--- src/design/irq_mask_trigger_consts.svh ---
// How it works
// - Normal nesting blocks every request below the highest in-service level.
// - Selective mask mode lets every unmasked level not in service request, nesting ignored.
// - Selective mask mode stays on until a clear command or reinit.
// - In that mode all masked levels leave requests and non-specific ends.
// - Non-specific end never clears a masked in-service bit in that mode.
// - Nothing but an acknowledge sets an in-service bit.
// - Configuration write picks level or edge request detection.
// - Level mode: a high line is a pending request, latch bypassed.
// - Level mode: line still high after end of service requests again.
// - No request at first strobe answers with default level seven.
// - Edge mode: only a low-to-high transition registers a request.
// - Edge mode: acknowledge disarms the latch until the line goes low.
// - Edge mode: a line already high gives no new request.
// - Automatic mode clears the in-service bit at sequence end.
// - Eight-bit mask acts only after the request register.
// - Non-specific end clears the highest-priority in-service bit, skipping masked bits in selective mask mode.
// - Priority is resolved every cycle; the vector is fixed at the first acknowledge strobe.
`ifndef IRQ_MASK_TRIGGER_CONSTS_SVH
`define IRQ_MASK_TRIGGER_CONSTS_SVH
`define CONFIG_OFS     4'h0
`define COMMAND_OFS    4'h4
`define MASK_OFS       4'h8
`define STATUS_OFS     4'hc
`define CFG_LEVEL_BIT  0
`define CFG_AUTO_BIT   1
`define CMD_OP_LSB     5
`define OP_EOS_ANY     3'h1
`define OP_EOS_LEVEL   3'h2
`define OP_SMM_SET     3'h3
`define OP_SMM_CLEAR   3'h4
`define DEFAULT_LEVEL  3'h7
`define MASK_RESET     8'h00
`endif

--- src/design/irq_mask_trigger_pkg.sv ---
package irq_mask_trigger_pkg;
    typedef enum logic [0:0] {WAIT_FIRST, WAIT_SECOND} ack_phase_t;
    typedef struct packed {
        logic        level_mode;
        logic        auto_eos;
        logic        selective_mask_mode;
        logic [7:0]  mask_register;
        logic [7:0]  in_service_register;
        logic [7:0]  latch;
        logic [7:0]  armed;
        logic [7:0]  line_q;
        logic        strobe_q;
        ack_phase_t  phase;
        logic [2:0]  cur;
        logic        cur_valid;
        logic        intr;
        logic [2:0]  vec;
        logic        wb_ack;
        logic [31:0] wb_dat;
    } imt_state_t;
endpackage

--- src/design/irq_mask_trigger_logic.sv ---
`timescale 1ns/1ps
`include "irq_mask_trigger_consts.svh"
module irq_mask_trigger_logic (
    input  wire logic        clk_i,
    input  wire logic        rst_i,
    input  wire logic        cyc_i,
    input  wire logic        stb_i,
    input  wire logic        we_i,
    input  wire logic [3:0]  adr_i,
    input  wire logic [3:0]  sel_i,
    input  wire logic [31:0] dat_i,
    output logic [31:0]      dat_o,
    output logic             ack_o,
    input  wire logic [7:0]  request_line_i,
    input  wire logic        acknowledge_strobe_i,
    output logic             int_o,
    output logic [2:0]       vector_o
);

    irq_mask_trigger_pkg::imt_state_t st;
    irq_mask_trigger_pkg::imt_state_t next_st;

    // Lowest set index wins; returns {found, index}
    function automatic logic [3:0] first_set(input logic [7:0] v);
        logic [3:0] r;
        r = 4'h0;
        for (int i = 7; i >= 0; i--)
        begin
            if (v[i])
            begin
                r = {1'b1, 3'(i)};
            end
        end
        return r;
    endfunction

    // Bits of strictly higher priority than index
    function automatic logic [7:0] above(input logic [3:0] f);
        logic [7:0] r;
        r = 8'hff;
        if (f[3])
        begin
            r = (8'h01 << f[2:0]) - 8'h01;
        end
        return r;
    endfunction

    logic [7:0] request_register;
    logic [7:0] pend;
    logic [7:0] isr_vis;
    logic [7:0] elig;
    logic [3:0] win;
    logic [3:0] top_vis;
    logic [3:0] top_isr;
    logic [7:0] steady;
    logic       first_rise;
    logic       second_rise;
    logic       bus_req;
    logic       wr_cfg;
    logic       wr_cmd;
    logic       wr_mask;
    logic [2:0] op;

    // Request register view and eligibility
    always_comb
    begin
        for (int i = 0; i < 8; i++)
        begin
            request_register[i] = st.level_mode ? request_line_i[i]
                                   : (st.latch[i] & request_line_i[i]);
        end
        pend = request_register & ~st.mask_register;
        isr_vis = st.selective_mask_mode ? (st.in_service_register & ~st.mask_register)
                                         : st.in_service_register;
        top_isr = first_set(st.in_service_register);
        // Held-high lines with no latch: edge lockout must keep them idle
        steady = st.line_q & request_line_i & ~st.latch;
        if (st.selective_mask_mode)
        begin
            elig = pend & ~st.in_service_register;
        end
        else
        begin
            elig = pend & above(top_isr);
        end
        win = first_set(elig);
        top_vis = first_set(isr_vis);
        first_rise = acknowledge_strobe_i & ~st.strobe_q & (st.phase == irq_mask_trigger_pkg::WAIT_FIRST);
        second_rise = acknowledge_strobe_i & ~st.strobe_q & (st.phase == irq_mask_trigger_pkg::WAIT_SECOND);
    end

    // Bus strobes: a write lands on the edge where the master sees ack
    assign bus_req = cyc_i & stb_i;
    assign wr_cfg  = bus_req & we_i & st.wb_ack & sel_i[0] & (adr_i == `CONFIG_OFS);
    assign wr_cmd  = bus_req & we_i & st.wb_ack & sel_i[0] & (adr_i == `COMMAND_OFS);
    assign wr_mask = bus_req & we_i & st.wb_ack & sel_i[0] & (adr_i == `MASK_OFS);
    assign op      = dat_i[`CMD_OP_LSB +: 3];

    // Next state
    always_comb
    begin
        next_st = st;
        next_st.strobe_q = acknowledge_strobe_i;
        next_st.line_q = request_line_i;
        // Edge detection with lockout
        for (int i = 0; i < 8; i++)
        begin
            if (!request_line_i[i])
            begin
                next_st.armed[i] = 1'b1;
                next_st.latch[i] = 1'b0;
            end
            else if (!st.line_q[i] && st.armed[i])
            begin
                next_st.latch[i] = 1'b1;
            end
        end
        // Mask, mode and end-of-service commands
        if (wr_mask)
        begin
            next_st.mask_register = dat_i[7:0];
        end
        if (wr_cmd)
        begin
            if (op == `OP_SMM_SET)
            begin
                next_st.selective_mask_mode = 1'b1;
            end
            else if (op == `OP_SMM_CLEAR)
            begin
                next_st.selective_mask_mode = 1'b0;
            end
            else if (op == `OP_EOS_ANY && top_vis[3])
            begin
                next_st.in_service_register[top_vis[2:0]] = 1'b0;
            end
            else if (op == `OP_EOS_LEVEL)
            begin
                next_st.in_service_register[dat_i[2:0]] = 1'b0;
            end
        end
        // Acknowledge sequence; in-service set follows the end-of-service commands so it wins over their clear
        case (st.phase)
            irq_mask_trigger_pkg::WAIT_FIRST:
            begin
                if (first_rise)
                begin
                    next_st.phase = irq_mask_trigger_pkg::WAIT_SECOND;
                    next_st.cur_valid = win[3];
                    next_st.cur = win[3] ? win[2:0] : `DEFAULT_LEVEL;
                    next_st.vec = win[3] ? win[2:0] : `DEFAULT_LEVEL;
                    if (win[3])
                    begin
                        next_st.in_service_register[win[2:0]] = 1'b1;
                        next_st.latch[win[2:0]] = 1'b0;
                        next_st.armed[win[2:0]] = 1'b0;
                    end
                end
            end
            irq_mask_trigger_pkg::WAIT_SECOND:
            begin
                if (second_rise)
                begin
                    next_st.phase = irq_mask_trigger_pkg::WAIT_FIRST;
                    next_st.cur_valid = 1'b0;
                    if (st.auto_eos && st.cur_valid)
                    begin
                        next_st.in_service_register[st.cur] = 1'b0;
                    end
                end
            end
            default:
            begin
                next_st.phase = irq_mask_trigger_pkg::WAIT_FIRST;
            end
        endcase
        // Level mode re-requests by itself once the bit is gone
        next_st.intr = (elig != 8'h00);
        // Init word: trigger and automatic-end choice; mask, selective mask mode, in-service, latch and phase back to rest
        if (wr_cfg)
        begin
            next_st.level_mode = dat_i[`CFG_LEVEL_BIT];
            next_st.auto_eos = dat_i[`CFG_AUTO_BIT];
            next_st.selective_mask_mode = 1'b0;
            next_st.mask_register = `MASK_RESET;
            next_st.in_service_register = 8'h00;
            next_st.latch = 8'h00;
            next_st.phase = irq_mask_trigger_pkg::WAIT_FIRST;
            next_st.cur_valid = 1'b0;
        end
        // Wishbone slave: ack one cycle after the request, then drop
        next_st.wb_ack = bus_req & ~st.wb_ack;
        next_st.wb_dat = 32'h00000000;
        if (bus_req && !st.wb_ack && !we_i)
        begin
            if (adr_i == `CONFIG_OFS)
            begin
                next_st.wb_dat = {30'h0, st.auto_eos, st.level_mode};
            end
            else if (adr_i == `MASK_OFS)
            begin
                next_st.wb_dat = {24'h000000, st.mask_register};
            end
            else if (adr_i == `STATUS_OFS)
            begin
                next_st.wb_dat = {14'h0, st.intr, st.selective_mask_mode,
                                  st.in_service_register, request_register};
            end
        end
    end

    // State register
    always_ff @(posedge clk_i)
    begin
        if (rst_i)
        begin
            st <= '0;
            st.mask_register <= `MASK_RESET;
            st.phase <= irq_mask_trigger_pkg::WAIT_FIRST;
        end
        else
        begin
            st <= next_st;
        end
    end

    assign dat_o = st.wb_dat;
    assign ack_o = st.wb_ack;
    assign int_o = st.intr;
    assign vector_o = st.vec;
endmodule // irq_mask_trigger_logic

--- config.mk ---
export PLATFORM = sky130hd
export DESIGN_NAME = irq_mask_trigger_logic
export DESIGN_NICKNAME = d
export VERILOG_FILES = /design/src/design/irq_mask_trigger_pkg.sv /design/src/design/irq_mask_trigger_logic.sv
export VERILOG_INCLUDE_DIRS = /design/src /design/src/design
export SDC_FILE = /design/constraint.sdc
export NUM_CORES = 1
export LEC_CHECK = 0
export ABC_AREA = 1
export CELL_PAD_IN_SITES_DETAIL_PLACEMENT = 1
export CELL_PAD_IN_SITES_GLOBAL_PLACEMENT = 1
export CORE_ASPECT_RATIO = 0.9
export CORE_MARGIN = 2
export CORE_UTILIZATION = 40
export DETAILED_ROUTE_END_ITERATION = 16
export DONT_BUFFER_PORTS = 1
export HOLD_SLACK_MARGIN = 0.08
export PLACE_DENSITY_LB_ADDON = 0.1
export SLEW_MARGIN = 25
export SYNTH_ARGS = -nofsm -noshare
export SYNTH_HDL_FRONTEND = slang
export SYNTH_SLANG_ARGS = --single-unit
--- constraint.sdc ---
create_clock -name clk_i -period 5.9 [get_ports clk_i]
set_input_delay 1.18 -clock clk_i [delete_from_list [all_inputs] [get_ports clk_i]]
set_output_delay 1.18 -clock clk_i [all_outputs]
set_load 0.05 [all_outputs]
Yosys cells after proc, flatten, opt, wreduce, memory -nomap -nowiden
Cells that the tools add are included.

Logic and storage cells: 204. Input bits: 54. Register bits: 83. Output and inout port bits: 37.

Order comparisons: 8. Shift-type cells: 1. Equality and inequality tests: 9. Add/subtract/negate cells: 1. Mux-type cells: 90. Bitwise gates (word level): 40. Reduce and logical (&&, ||, !) cells: 37.

Operator list (number): 8-bit 2-to-1 mux (13); 4-bit 2-to-1 mux (24); 8-bit AND (9); 24-bit 2-to-1 mux (2); 8-bit NOT (6); 1-bit 2-to-1 mux (40); 1-bit AND (19); 1-bit logical AND (16); 3-bit by 4-bit less-than comparator with 1-bit output (second input constant) (4); 16-bit 2-to-1 mux (1); 8-bit case mux with 2 select lines (1); 1-bit demux with 3-bit select (4); 3-bit by 1-bit >= comparator with 1-bit output (second input constant) (4); 1-bit zero test (10); 4-bit equality test (second input constant) (2); 8-bit OR (1); 8-bit nonzero test (1); 1-bit by 3-bit left shift with 8-bit output (first input constant) (1); 8-bit by 1-bit subtractor with 8-bit output (second input constant) (1); 3-bit by 2-bit equality test with 1-bit output (second input constant) (2); 2-bit AND reduction (3); 5-bit 2-to-1 mux (1); 1-bit NOT (5); 5-bit OR reduction (1); other kinds (13) (15).

Longest topological paths before layout
Gate-level depths: netlist of run 1.

Word-level depth: 31. Gate-level depth with buffers: 23. Depth with buffers taken out: 23.

Worst setup path before layout of run 1
Ideal clock, no wire load.

Path kind: in2reg. Start: input request_line_i[4]. End: register st[61] (netlist bit). Stages on the path: 13. Buffers on the path: 0. Setup slack: 3381 ps. Library setup time: 118 ps. Data required time: 5782 ps. Data arrival time: 2402 ps. Cells stage by stage: inv_1 a21oi_2 o21ai_0 nor3_2 nand2_1 nand2_1 nand2_1 nand2_1 a21oi_1 nor2_2 nand3_1 inv_1 nor2_1.

Longest elaborated chain between the ends: 19. Elaborated cells on any way between the ends: 21. Those cells by class: order compare (2); mux (12); bitwise (6); reduce/logical (1).

Ends and longest elaborated chain: start, declared (line irq_mask_trigger_logic.sv:14) `input wire logic [7:0] request_line_i,`; 1-bit AND (line irq_mask_trigger_logic.sv:70) `: (st.latch[i] & request_line_i[i]);`; 1-bit 2-to-1 mux (*) (line irq_mask_trigger_logic.sv:69) `request_register[i] = st.level_mode ? request_line_i[i]`; 8-bit AND (*) (line irq_mask_trigger_logic.sv:72) `pend = request_register & ~st.mask_register;`; 8-bit AND (on tied branches) (line irq_mask_trigger_logic.sv:84, irq_mask_trigger_logic.sv:80); 8-bit 2-to-1 mux (*) (line irq_mask_trigger_logic.sv:78) `if (st.selective_mask_mode)`; 4-bit 2-to-1 mux (*) (5 in series) (line irq_mask_trigger_logic.sv:29) `if (v[i])`; 3-bit by 4-bit less-than comparator with 1-bit output (not written as such) or 3-bit by 1-bit >= comparator with 1-bit output (tied branches) (line irq_mask_trigger_logic.sv:155) `next_st.latch[win[2:0]] = 1'b0;`; 1-bit logical AND (not written as such) (line irq_mask_trigger_logic.sv:155); 1-bit 2-to-1 mux (not written as such) (line irq_mask_trigger_logic.sv:155); 1-bit demux with 3-bit select (line irq_mask_trigger_logic.sv:155); 8-bit NOT (no source line); 8-bit AND (no source line); 24-bit 2-to-1 mux (*) (line irq_mask_trigger_logic.sv:152) `if (win[3])`; 24-bit 2-to-1 mux (*) (line irq_mask_trigger_logic.sv:146) `if (first_rise)`; 16-bit 2-to-1 mux (*) (line irq_mask_trigger_logic.sv:143) `case (st.phase)`; end signal, assigned (line irq_mask_trigger_logic.sv:223) `st <= next_st;`; end, declared (line irq_mask_trigger_logic.sv:20) `irq_mask_trigger_pkg::imt_state_t st;`.

Every way passes the cells marked *; elsewhere a longest branch is shown, timed or not. A chain may end at the register's enable or synchronous reset.

Final worst setup path of run 1
Start: register st[67] (netlist bit). End: register st[55] (netlist bit).

Longest elaborated chain between the ends: 24. Elaborated cells on any way between the ends: 27. Those cells by class: add/sub (1); order compare (2); shift (1); mux (17); bitwise (5); reduce/logical (1).

Ends and longest elaborated chain: 4-bit 2-to-1 mux (line irq_mask_trigger_logic.sv:29); 1-bit by 3-bit left shift with 8-bit output (line irq_mask_trigger_logic.sv:43) `r = (8'h01 << f[2:0]) - 8'h01;`; 8-bit by 1-bit subtractor with 8-bit output (line irq_mask_trigger_logic.sv:43); 8-bit 2-to-1 mux (line irq_mask_trigger_logic.sv:41) `if (f[3])`; 8-bit 2-to-1 mux (line irq_mask_trigger_logic.sv:78); 8-bit AND (line irq_mask_trigger_logic.sv:84) `elig = pend & above(top_isr);`; 8-bit 2-to-1 mux (*) (line irq_mask_trigger_logic.sv:78); 4-bit 2-to-1 mux (7 in series) (line irq_mask_trigger_logic.sv:29); (+2 left out); 1-bit logical AND (not written as such) (line irq_mask_trigger_logic.sv:156) `next_st.armed[win[2:0]] = 1'b0;`; 1-bit 2-to-1 mux (not written as such) (line irq_mask_trigger_logic.sv:156); 1-bit demux with 3-bit select (line irq_mask_trigger_logic.sv:156); 8-bit NOT (no source line); 8-bit AND (no source line); 24-bit 2-to-1 mux (*) (line irq_mask_trigger_logic.sv:152); 24-bit 2-to-1 mux (*) (line irq_mask_trigger_logic.sv:146); 16-bit 2-to-1 mux (*) (line irq_mask_trigger_logic.sv:143).

Every way passes the cells marked *; elsewhere a longest branch is shown, timed or not. The select of a mux whose other input is x is not followed.

==> key figures, run 1 <==
Power
  – Worst VDD drop: 0.1167 mV
  – Clk pwr share: 39.9%
  – Sequential fraction of design power: 49.4%
  – Switch share: 30.30%
  – Leakage dissipation: 0.001732 uW
  – Cell internal pwr: 709.3 uW
  – Net switching component of the power: 308.3 uW
  – P per Cell Area: 268.6 nW/um^2
  – Design Power: 1018 uW
  – Combinational cell fraction of total power: 10.7%

Placement
  – Number of instances in the placed design: 630
  – Post-detail-place hpwl: 8537 um
  – Standard cell area after detailed placement: 3582 sq um
  – Number of port buffers: 0
  – GPL Wtd Cong: 0.9169

Global route
  – Initial antenna violation count: 0
  – Pin count of the biggest net entering global routing: 16
  – Wire length of the first global-routing pass: 17080 um
  – Tot GR Track Use: 22.34%
  – Number of global-route vias before repair: 3327
  – Global route total overflow: 0

Clock network
  – Register clock-pin slew on the reported worst setup and hold paths: 0.08 ns
  – Post-CTS setup buffers: 0
  – CTS H-Tree Depth: 3
  – Number of sinks handled by clock tree synthesis: 69
  – Cts bufs inserted: 9
  – Latest clock arrival within the worst-skew pair: 0.36 ns
  – Clock tree buffer depth: 2
  – CTS tree: yes
  – Clk root buf: clkbuf_8
  – Hold_buf cts: 0
  – Count of instances resized after the clock tree is built: 0

Detailed routing
  – Number of DRC violations after detailed-routing iteration 0: 69
  – Detailed-router iteration count before antenna repair: 6
  – Total via count after detailed routing: 3275
  – Drt via density: 5.070
  – Total Routed Length: 10570 um
  – Post-detailed-route count of antenna-violating nets: 0
  – Remaining DRCs: 0
  – Routed WL per cell: 16.37 um

Setup path
  – Critical path data required time: 6.15 ns
  – Worst endpoint data arrival time: 3.14 ns
  – Maximum fanout count along the critical path: 5
  – Reg-to-reg startpoint: st[67]$_SDFF_PP0_
  – Setup crit start: st[67]$_SDFF_PP0_
  – Type of element launching the critical path: flip-flop
  – Kind of critical path: flip-flop to flip-flop
  – Endpoint kind of the worst setup timing path: flip-flop

STA
  – Worst Tran Pin Value: 0.8535 ns
  – Max transition margin: 42.58%
  – Setup Skew: 0.008673 ns
  – Number of setup violations in the final report: 0
  – Hold Fails Final Rpt: 0
  – Period Utilization, post-route: 48.97%
  – Achievable clock frequency: 346.1 MHz
  – Unrepaired setup endpoints after global routing: false
  – Minimum clock period after layout: 2.889 ns
  – Setup TNS: 0 ns
  – Number of max-slew violations in the final report: 0

Synthesis
  – Number of library cell types mapped by synthesis: 36
  – Predominant post-synthesis flop cell: dfxtp_1
  – Sequential area share after synthesis: 37.64%
  – Synth warn: 0
  – Flops & latches, synth: 69
  – List of most frequent post-synthesis cells: 91 x inv_1, 81 x nand2_1, 69 x dfxtp_1
  – Count of flip-flops with a built-in enable after synthesis: 0
  – Combined area of all synthesized cells: 3670 sq um
  – Cell types with the largest area share after synthesis: dfxtp_1 38%, inv_1 9.3%, nand2_1 8.3%
  – Average cell area after synthesis: 6.847 sq um
  – Largest area contributor in the netlist: dfxtp_1
  – Post-synthesis instance total: 536
  – Share of async-settable or async-resettable flops after synthesis: 0%
  – Most instantiated library cell after synthesis: inv_1
  – Area fraction of the dominant cell type after synthesis: 37.64%

Finish
  – Synthesis-to-layout area growth: 3.239%
  – Final nets: 576
  – Count of placed standard cells in the final layout, fillers left out: 646
  – Utilization of the core after routing: 42.09%
  – Fraction of layout instances using a drive strength above 1: 8.969%
  – Post-route cell area: 3789 sq um
  – Antenna diode count: 0
  – Fill cell count: 1228

Worst hold path
  – Worst min path class: flip-flop to flip-flop
  – Min-Delay Startpoint: st[57]$_SDFF_PP0_

Die
  – I/O pin cnt: 91
  – Site Rows: 33
  – Area of the placeable core: 9001 sq um
  – Vertical die dimension: 94.87 um
  – Die ar.: 9958 sq um
  – Horizontal extent of the die: 105.0 um
  – Initial standard-cell utilization of the core: 40.77%

Run
  – Max-Cap Viols: 0

Outcome
  – Run status: finished, final reports clean
area by class of cell:
| cell class | count | area [sq um] | area share [%] |
|---|---|---|---|
| multi-input cells | 340 | 1675 | 44.22 |
| flip-flops and latches | 69 | 1381 | 36.46 |
| inverters | 99 | 372.9 | 9.841 |
| well taps | 122 | 152.6 | 4.029 |
| clock buffers | 9 | 123.9 | 3.269 |
| clock inverters | 7 | 82.58 | 2.180 |
per-layer routing:
| metal | wire (um) | vias up | part of all wire, % | global-route usage (%) |
|---|---|---|---|---|
| met3 | 412 | 14 | 3.9 | 4.693 |
| li1 | - | 1632 | - | - |
| met1 | 4939 | 1560 | 47 | 28.09 |
| met4 | 167 | 0 | 1.6 | 6.222 |
| met5 | 0 | - | 0 | 0 |
| met2 | 5051 | 69 | 48 | 38.96 |
cell usage in the layout (no fill, tap or decap):
cell	count
nand2_2	8
o211ai_1	7
inv_2	6
nor3_1	8
a21oi_1	32
o21ai_0	52
o221ai_1	1
nand2_1	81
nand3b_1	1
o22ai_1	5
ha_1	3
a211oi_1	4
a21oi_4	2
nand3_1	31
o21ai_1	1
bufinv_16	1
inv_6	2
o21ai_2	1
inv_8	1
clkinvlp_4	2
nand4_1	7
clkinv_4	1
conb_1	14
o21bai_1	3
o311ai_0	2
inv_1	91
clkbuf_8	9
clkinv_2	1
nand2_4	1
a21oi_2	2
a31oi_1	1
nor2_1	61
nor2_2	6
nor4_1	2
dfxtp_1	69
nor3_2	1
clkinv_1	1
nand3_2	2
nor2_4	1
critical path: stages, from the launching register on:
cell and delay (ns):
dfxtp_1 0.46, inv_2 0.10, nand2_2 0.11, inv_1 0.08
nand2_4 0.08, clkinv_2 0.07, nand2_2 0.08, nand2_1 0.07
inv_1 0.08, nand3_1 0.08, ha_1 0.22, inv_1 0.08
nand4_1 0.09, nand3_1 0.14, nand2_2 0.09, nand3_2 0.14
inv_2 0.06, nand2_2 0.09, nand2_2 0.05, nor2_2 0.21
nand3_1 0.20, inv_1 0.14, nor2_1 0.04
flip-flops by register name, summed over array words and instances (netlist names):
signal and count:
vector_o 3, int_o 1, dat_o 18, st 46
ack_o 1
logic make-up after synthesis:
kind of cell	count (synthesis)	share of synthesized area, %
and+or+nand+nor	210	25.40
buffers and inverters	140	18.04
AOI/OAI and AO/OA	113	17.80
DFF	69	37.64
adders and majority gates	3	1.023
other	1	0.1022
path summary, 6_finish.rpt:
kind         slack (ns)                 to  cells after the start
max                3.01  st[55]$_SDFF_PP0_                     22
min                0.49  st[57]$_SDFF_PP0_                      2
max reg2reg        3.01  st[55]$_SDFF_PP0_                     22
min reg2reg        0.49  st[57]$_SDFF_PP0_                      2
power by group through the flow:
| stage | Combinational, uW | Sequential [uW] | Clock [uW] |
|---|---|---|---|
| after floorplan | 107 | 502 | 0 |
| after global placement | 105 | 513 | 0 |
| after detailed placement | 108 | 514 | 0 |
| after CTS | 109 | 503 | 418 |
| after global routing | 123 | 505 | 435 |
| final | 109 | 503 | 406 |
per-stage QoR:
step | hold slack (ns) | setup WS [ns]
2_1_floorplan | 0.4435 | 3.381
3_3_place_gp | 0.4652 | 2.711
3_5_place_dp | 0.4735 | 2.674
4_1_cts | 0.5005 | 3.027
5_1_grt | 0.5395 | 2.737
6_report | 0.4939 | 3.011
Note: power is estimated with default switching activity, not from simulation.
==> run 2: changes to the inputs <==
Clock period 5.9 ns to 2.4 ns, I/O delays scaled along.
==> run 2 against run 1 <==
Cell count is 8.0% higher; clock-buffer cell count stayed put; largest power group is now the clock network; critical path type unchanged; largest cell class unchanged; global-route usage is 1.6 points higher.
==> key figures, run 2 (synthesized netlist as in run 1, its figures left out) <==
Die
  – Horizontal extent of the die: 105.0 um (unchanged)
  – Die ar.: 9958 sq um (unchanged)
  – I/O pin cnt: 91 (unchanged)
  – Vertical die dimension: 94.87 um (unchanged)
  – Area of the placeable core: 9001 sq um (unchanged)
  – Site Rows: 33 (unchanged)
  – Initial standard-cell utilization of the core: 40.77% (unchanged)

Power
  – Sequential fraction of design power: 42.3% (-7.1 points)
  – P per Cell Area: 643.9 nW/um^2 (+140%)
  – Cell internal pwr: 2108 uW (+200%)
  – Switch share: 27.64% (-2.7 points)
  – Clk pwr share: 43.6% (+3.7 points)
  – Leakage dissipation: 0.002070 uW (+20%)
  – Net switching component of the power: 805.0 uW (+160%)
  – Combinational cell fraction of total power: 14.0% (+3.3 points)
  – Worst VDD drop: 0.3241 mV (+180%)

Worst hold path
  – Worst min path class: input pin to flip-flop
  – Worst Hold Depth: 1 (-1)
  – Min-Delay Startpoint: rst_i
  – Hold worst-path end: st[42]$_SDFF_PP0_

Placement
  – GPL Wtd Cong: 0.9086 (-0.91%)
  – Post-detail-place hpwl: 8998 um (+5.4%)
  – Post-placement worst setup slack: -0.2078 ns (-2.882 ns)
  – Number of port buffers: 0 (unchanged)
  – Number of instances in the placed design: 675 (+7.1%)

STA
  – Setup TNS: 0 ns (unchanged)
  – Worst Tran Pin Value: 0.6273 ns (-0.2262 ns)
  – Final hold slack: 0.1977 ns (-0.2962 ns)
  – Number of max-slew violations in the final report: 0 (unchanged)
  – Achievable clock frequency: 421.3 MHz (+22%)
  – Minimum clock period after layout: 2.374 ns (-0.5157 ns)
  – Hold Fails Final Rpt: 0 (unchanged)
  – Unrepaired setup endpoints after global routing: true
  – Setup Skew: 0.008849 ns (+0.0001764 ns)
  – Number of setup violations in the final report: 0 (unchanged)
  – Max transition margin: 57.65% (+15 points)
  – Period Utilization, post-route: 98.90% (+50 points)
  – Worst Slack Setup Final: 0.02640 ns (-2.984 ns)

Finish
  – Utilization of the core after routing: 50.25% (+8.2 points)
  – Synthesis-to-layout area growth: 23.25%
  – Count of placed standard cells in the final layout, fillers left out: 698 (+8.0%)
  – Commonest non-fill, non-tap cells in the layout: 83 x inv_1, 61 x dfxtp_1, 60 x nand2_1, 52 x nor2_1, 52 x buf_4
  – Top reg by flops: st
  – Fraction of layout instances using a drive strength above 1: 27.43% (+18 points)
  – Antenna diode count: 0 (unchanged)
  – Max reg flops: 46 (unchanged)
  – Commonest non-fill, non-tap cell in the layout: inv_1
  – Final nets: 629 (+9.2%)
  – Fill cell count: 1176 (-4.2%)

Clock network
  – Cts bufs inserted: 9 (unchanged)
  – CTS tree: yes
  – CTS H-Tree Depth: 3 (unchanged)
  – Clk root buf: clkbuf_8
  – Latest clock arrival within the worst-skew pair: 0.35 ns (about the same)
  – Clock tree buffer depth: 2 (unchanged)
  – Number of sinks handled by clock tree synthesis: 69 (unchanged)
  – Register clock-pin slew on the reported worst setup and hold paths: 0.08 ns (about the same)
  – Hold_buf cts: 0 (unchanged)

Setup path
  – Worst endpoint data arrival time: 2.64 ns (-0.50 ns)
  – Maximum fanout count along the critical path: 4 (-1)
  – Max stage delay on crit path: 0.38 ns (-0.08 ns)
  – Kind of critical path: flip-flop to flip-flop
  – Cell-by-cell trace of the critical path: inv_4 > nand2_2 > nand2_1 > nand2_1 > nand2_1 > nand2_2 > nand2_2 > nand2_2 > nand2_2 > ha_4 > inv_2 > nand4_1 > nand3_2 > nand2_4 > nand3_4 > inv_4 > nand2_4 > nand2_4 > nor2_4 > nand3_2 > a21oi_1
  – Cell mode on critical path: nand2_2
  – Endpoint kind of the worst setup timing path: flip-flop
  – Endpoint of the lowest-slack register-to-register path: st[71]$_SDFF_PP0_
  – Slack of the worst reg-to-reg path: 0.03 ns (-2.98 ns)
  – Highest-delay cell along the critical path: dfxtp_4
  – Type of element launching the critical path: flip-flop
  – Worst R2R Path Depth: 21 (-4.5%)
  – Setup crit start: st[73]$_SDFF_PP0_
  – Critical path data required time: 2.67 ns (-3.48 ns)
  – Reg-to-reg startpoint: st[73]$_SDFF_PP0_

Detailed routing
  – Remaining DRCs: 0 (unchanged)
  – Post-detailed-route count of antenna-violating nets: 0 (unchanged)
  – Total via count after detailed routing: 3572 (+9.1%)
  – Number of DRC violations after detailed-routing iteration 0: 170 (+150%)
  – Routed WL per cell: 17.58 um (+7.4%)
  – Detailed-router iteration count before antenna repair: 4 (-2)
  – Drt via density: 5.117 (+0.94%)
  – Total Routed Length: 12270 um (+16%)

Run
  – Max-Cap Viols: 0 (unchanged)

Global route
  – Number of global-route vias before repair: 3572 (+7.4%)
  – Tot GR Track Use: 23.97% (+1.6 points)
  – Wire length of the first global-routing pass: 18150 um (+6.3%)
  – Global route total overflow: 0 (unchanged)
  – Initial antenna violation count: 0 (unchanged)
  – Pin count of the biggest net entering global routing: 16 (unchanged)

Outcome
  – Run status: finished, final reports clean
run 2: cell count changes in the layout (fill, tap and decap cells not counted), moves of 6 or more:
| cell | before | now |
|---|---|---|
| nand2_2 | 8 | 22 |
| buf_4 | 0 | 52 |
| nand3_1 | 31 | 24 |
| dfxtp_1 | 69 | 61 |
| nor2_1 | 61 | 52 |
| nor2_4 | 1 | 10 |
| dfxtp_2 | 0 | 7 |
| nand2_1 | 81 | 60 |
| inv_1 | 91 | 83 |
| inv_2 | 6 | 12 |
| nand2_4 | 1 | 8 |
run 2: power groups by stage:
stage	logic, uW	registers, uW	clock network (uW)
floorplan	263	1230	0
global placement	298	1260	0
detailed placement	307	1260	0
CTS	336	1230	1290
global route	441	1240	1340
finish	408	1230	1270
run 2: per-stage QoR:
step           cell area, sq um  total power [uW]
2_1_floorplan              3719              1497
3_3_place_gp               3920              1555
3_5_place_dp               3920              1566
4_1_cts                    4289              2860
5_1_grt                    4523              3018
6_report                   4523              2913
run 2: area by class of cell:
class,instances,area (sq um),area share [%]
clock buffers,9,123.9,2.739
well taps,122,152.6,3.375
flip-flops and latches,69,1394,30.82
multi-input cells,340,1936,42.79
clock inverters,6,136.4,3.015
repair buffers,53,401.6,8.880
inverters,99,379.1,8.382
run 2: layer usage:
metal	GRT usage, %	up-vias	wire length [um]
met3	5.176	22	579
li1	-	1738	-
met2	42.69	91	6206
met5	0	-	0
met1	29.69	1721	5268
met4	5.778	0	220
run 2: critical path, delay by kind of cell, from the launching register on:
| kind | cells | cell delay (ns) |
|---|---|---|
| AND/OR/NAND/NOR | 16 | 1.45 |
| buffers and inverters | 3 | 0.15 |
| adder cells (fa/ha/maj) | 1 | 0.16 |
| flip-flops | 1 | 0.38 |
| AO/OA/AOI/OAI | 1 | 0.16 |
run 2: how the worst max path moves through the flow:
stage,end,slack [ns],cells after the start
floorplan,st[61]$_SDFF_PP0_,0.19,22
global placement,st[67]$_SDFF_PP0_,-0.17,22
detailed placement,st[67]$_SDFF_PP0_,-0.21,22
CTS,st[56]$_SDFF_PP0_,-0.04,22
global route,st[57]$_SDFF_PP0_,-0.15,22
finish,st[71]$_SDFF_PP0_,0.03,21
run 2: repair_timing:
item | 4_1_cts | 5_1_grt
setup buffers | 1 | 7
hold endpoints to repair | 0 | 0
gates resized for setup | 30 | 59
pin swaps | 4 | 24
endpoints found under the setup margin | 25 | 27
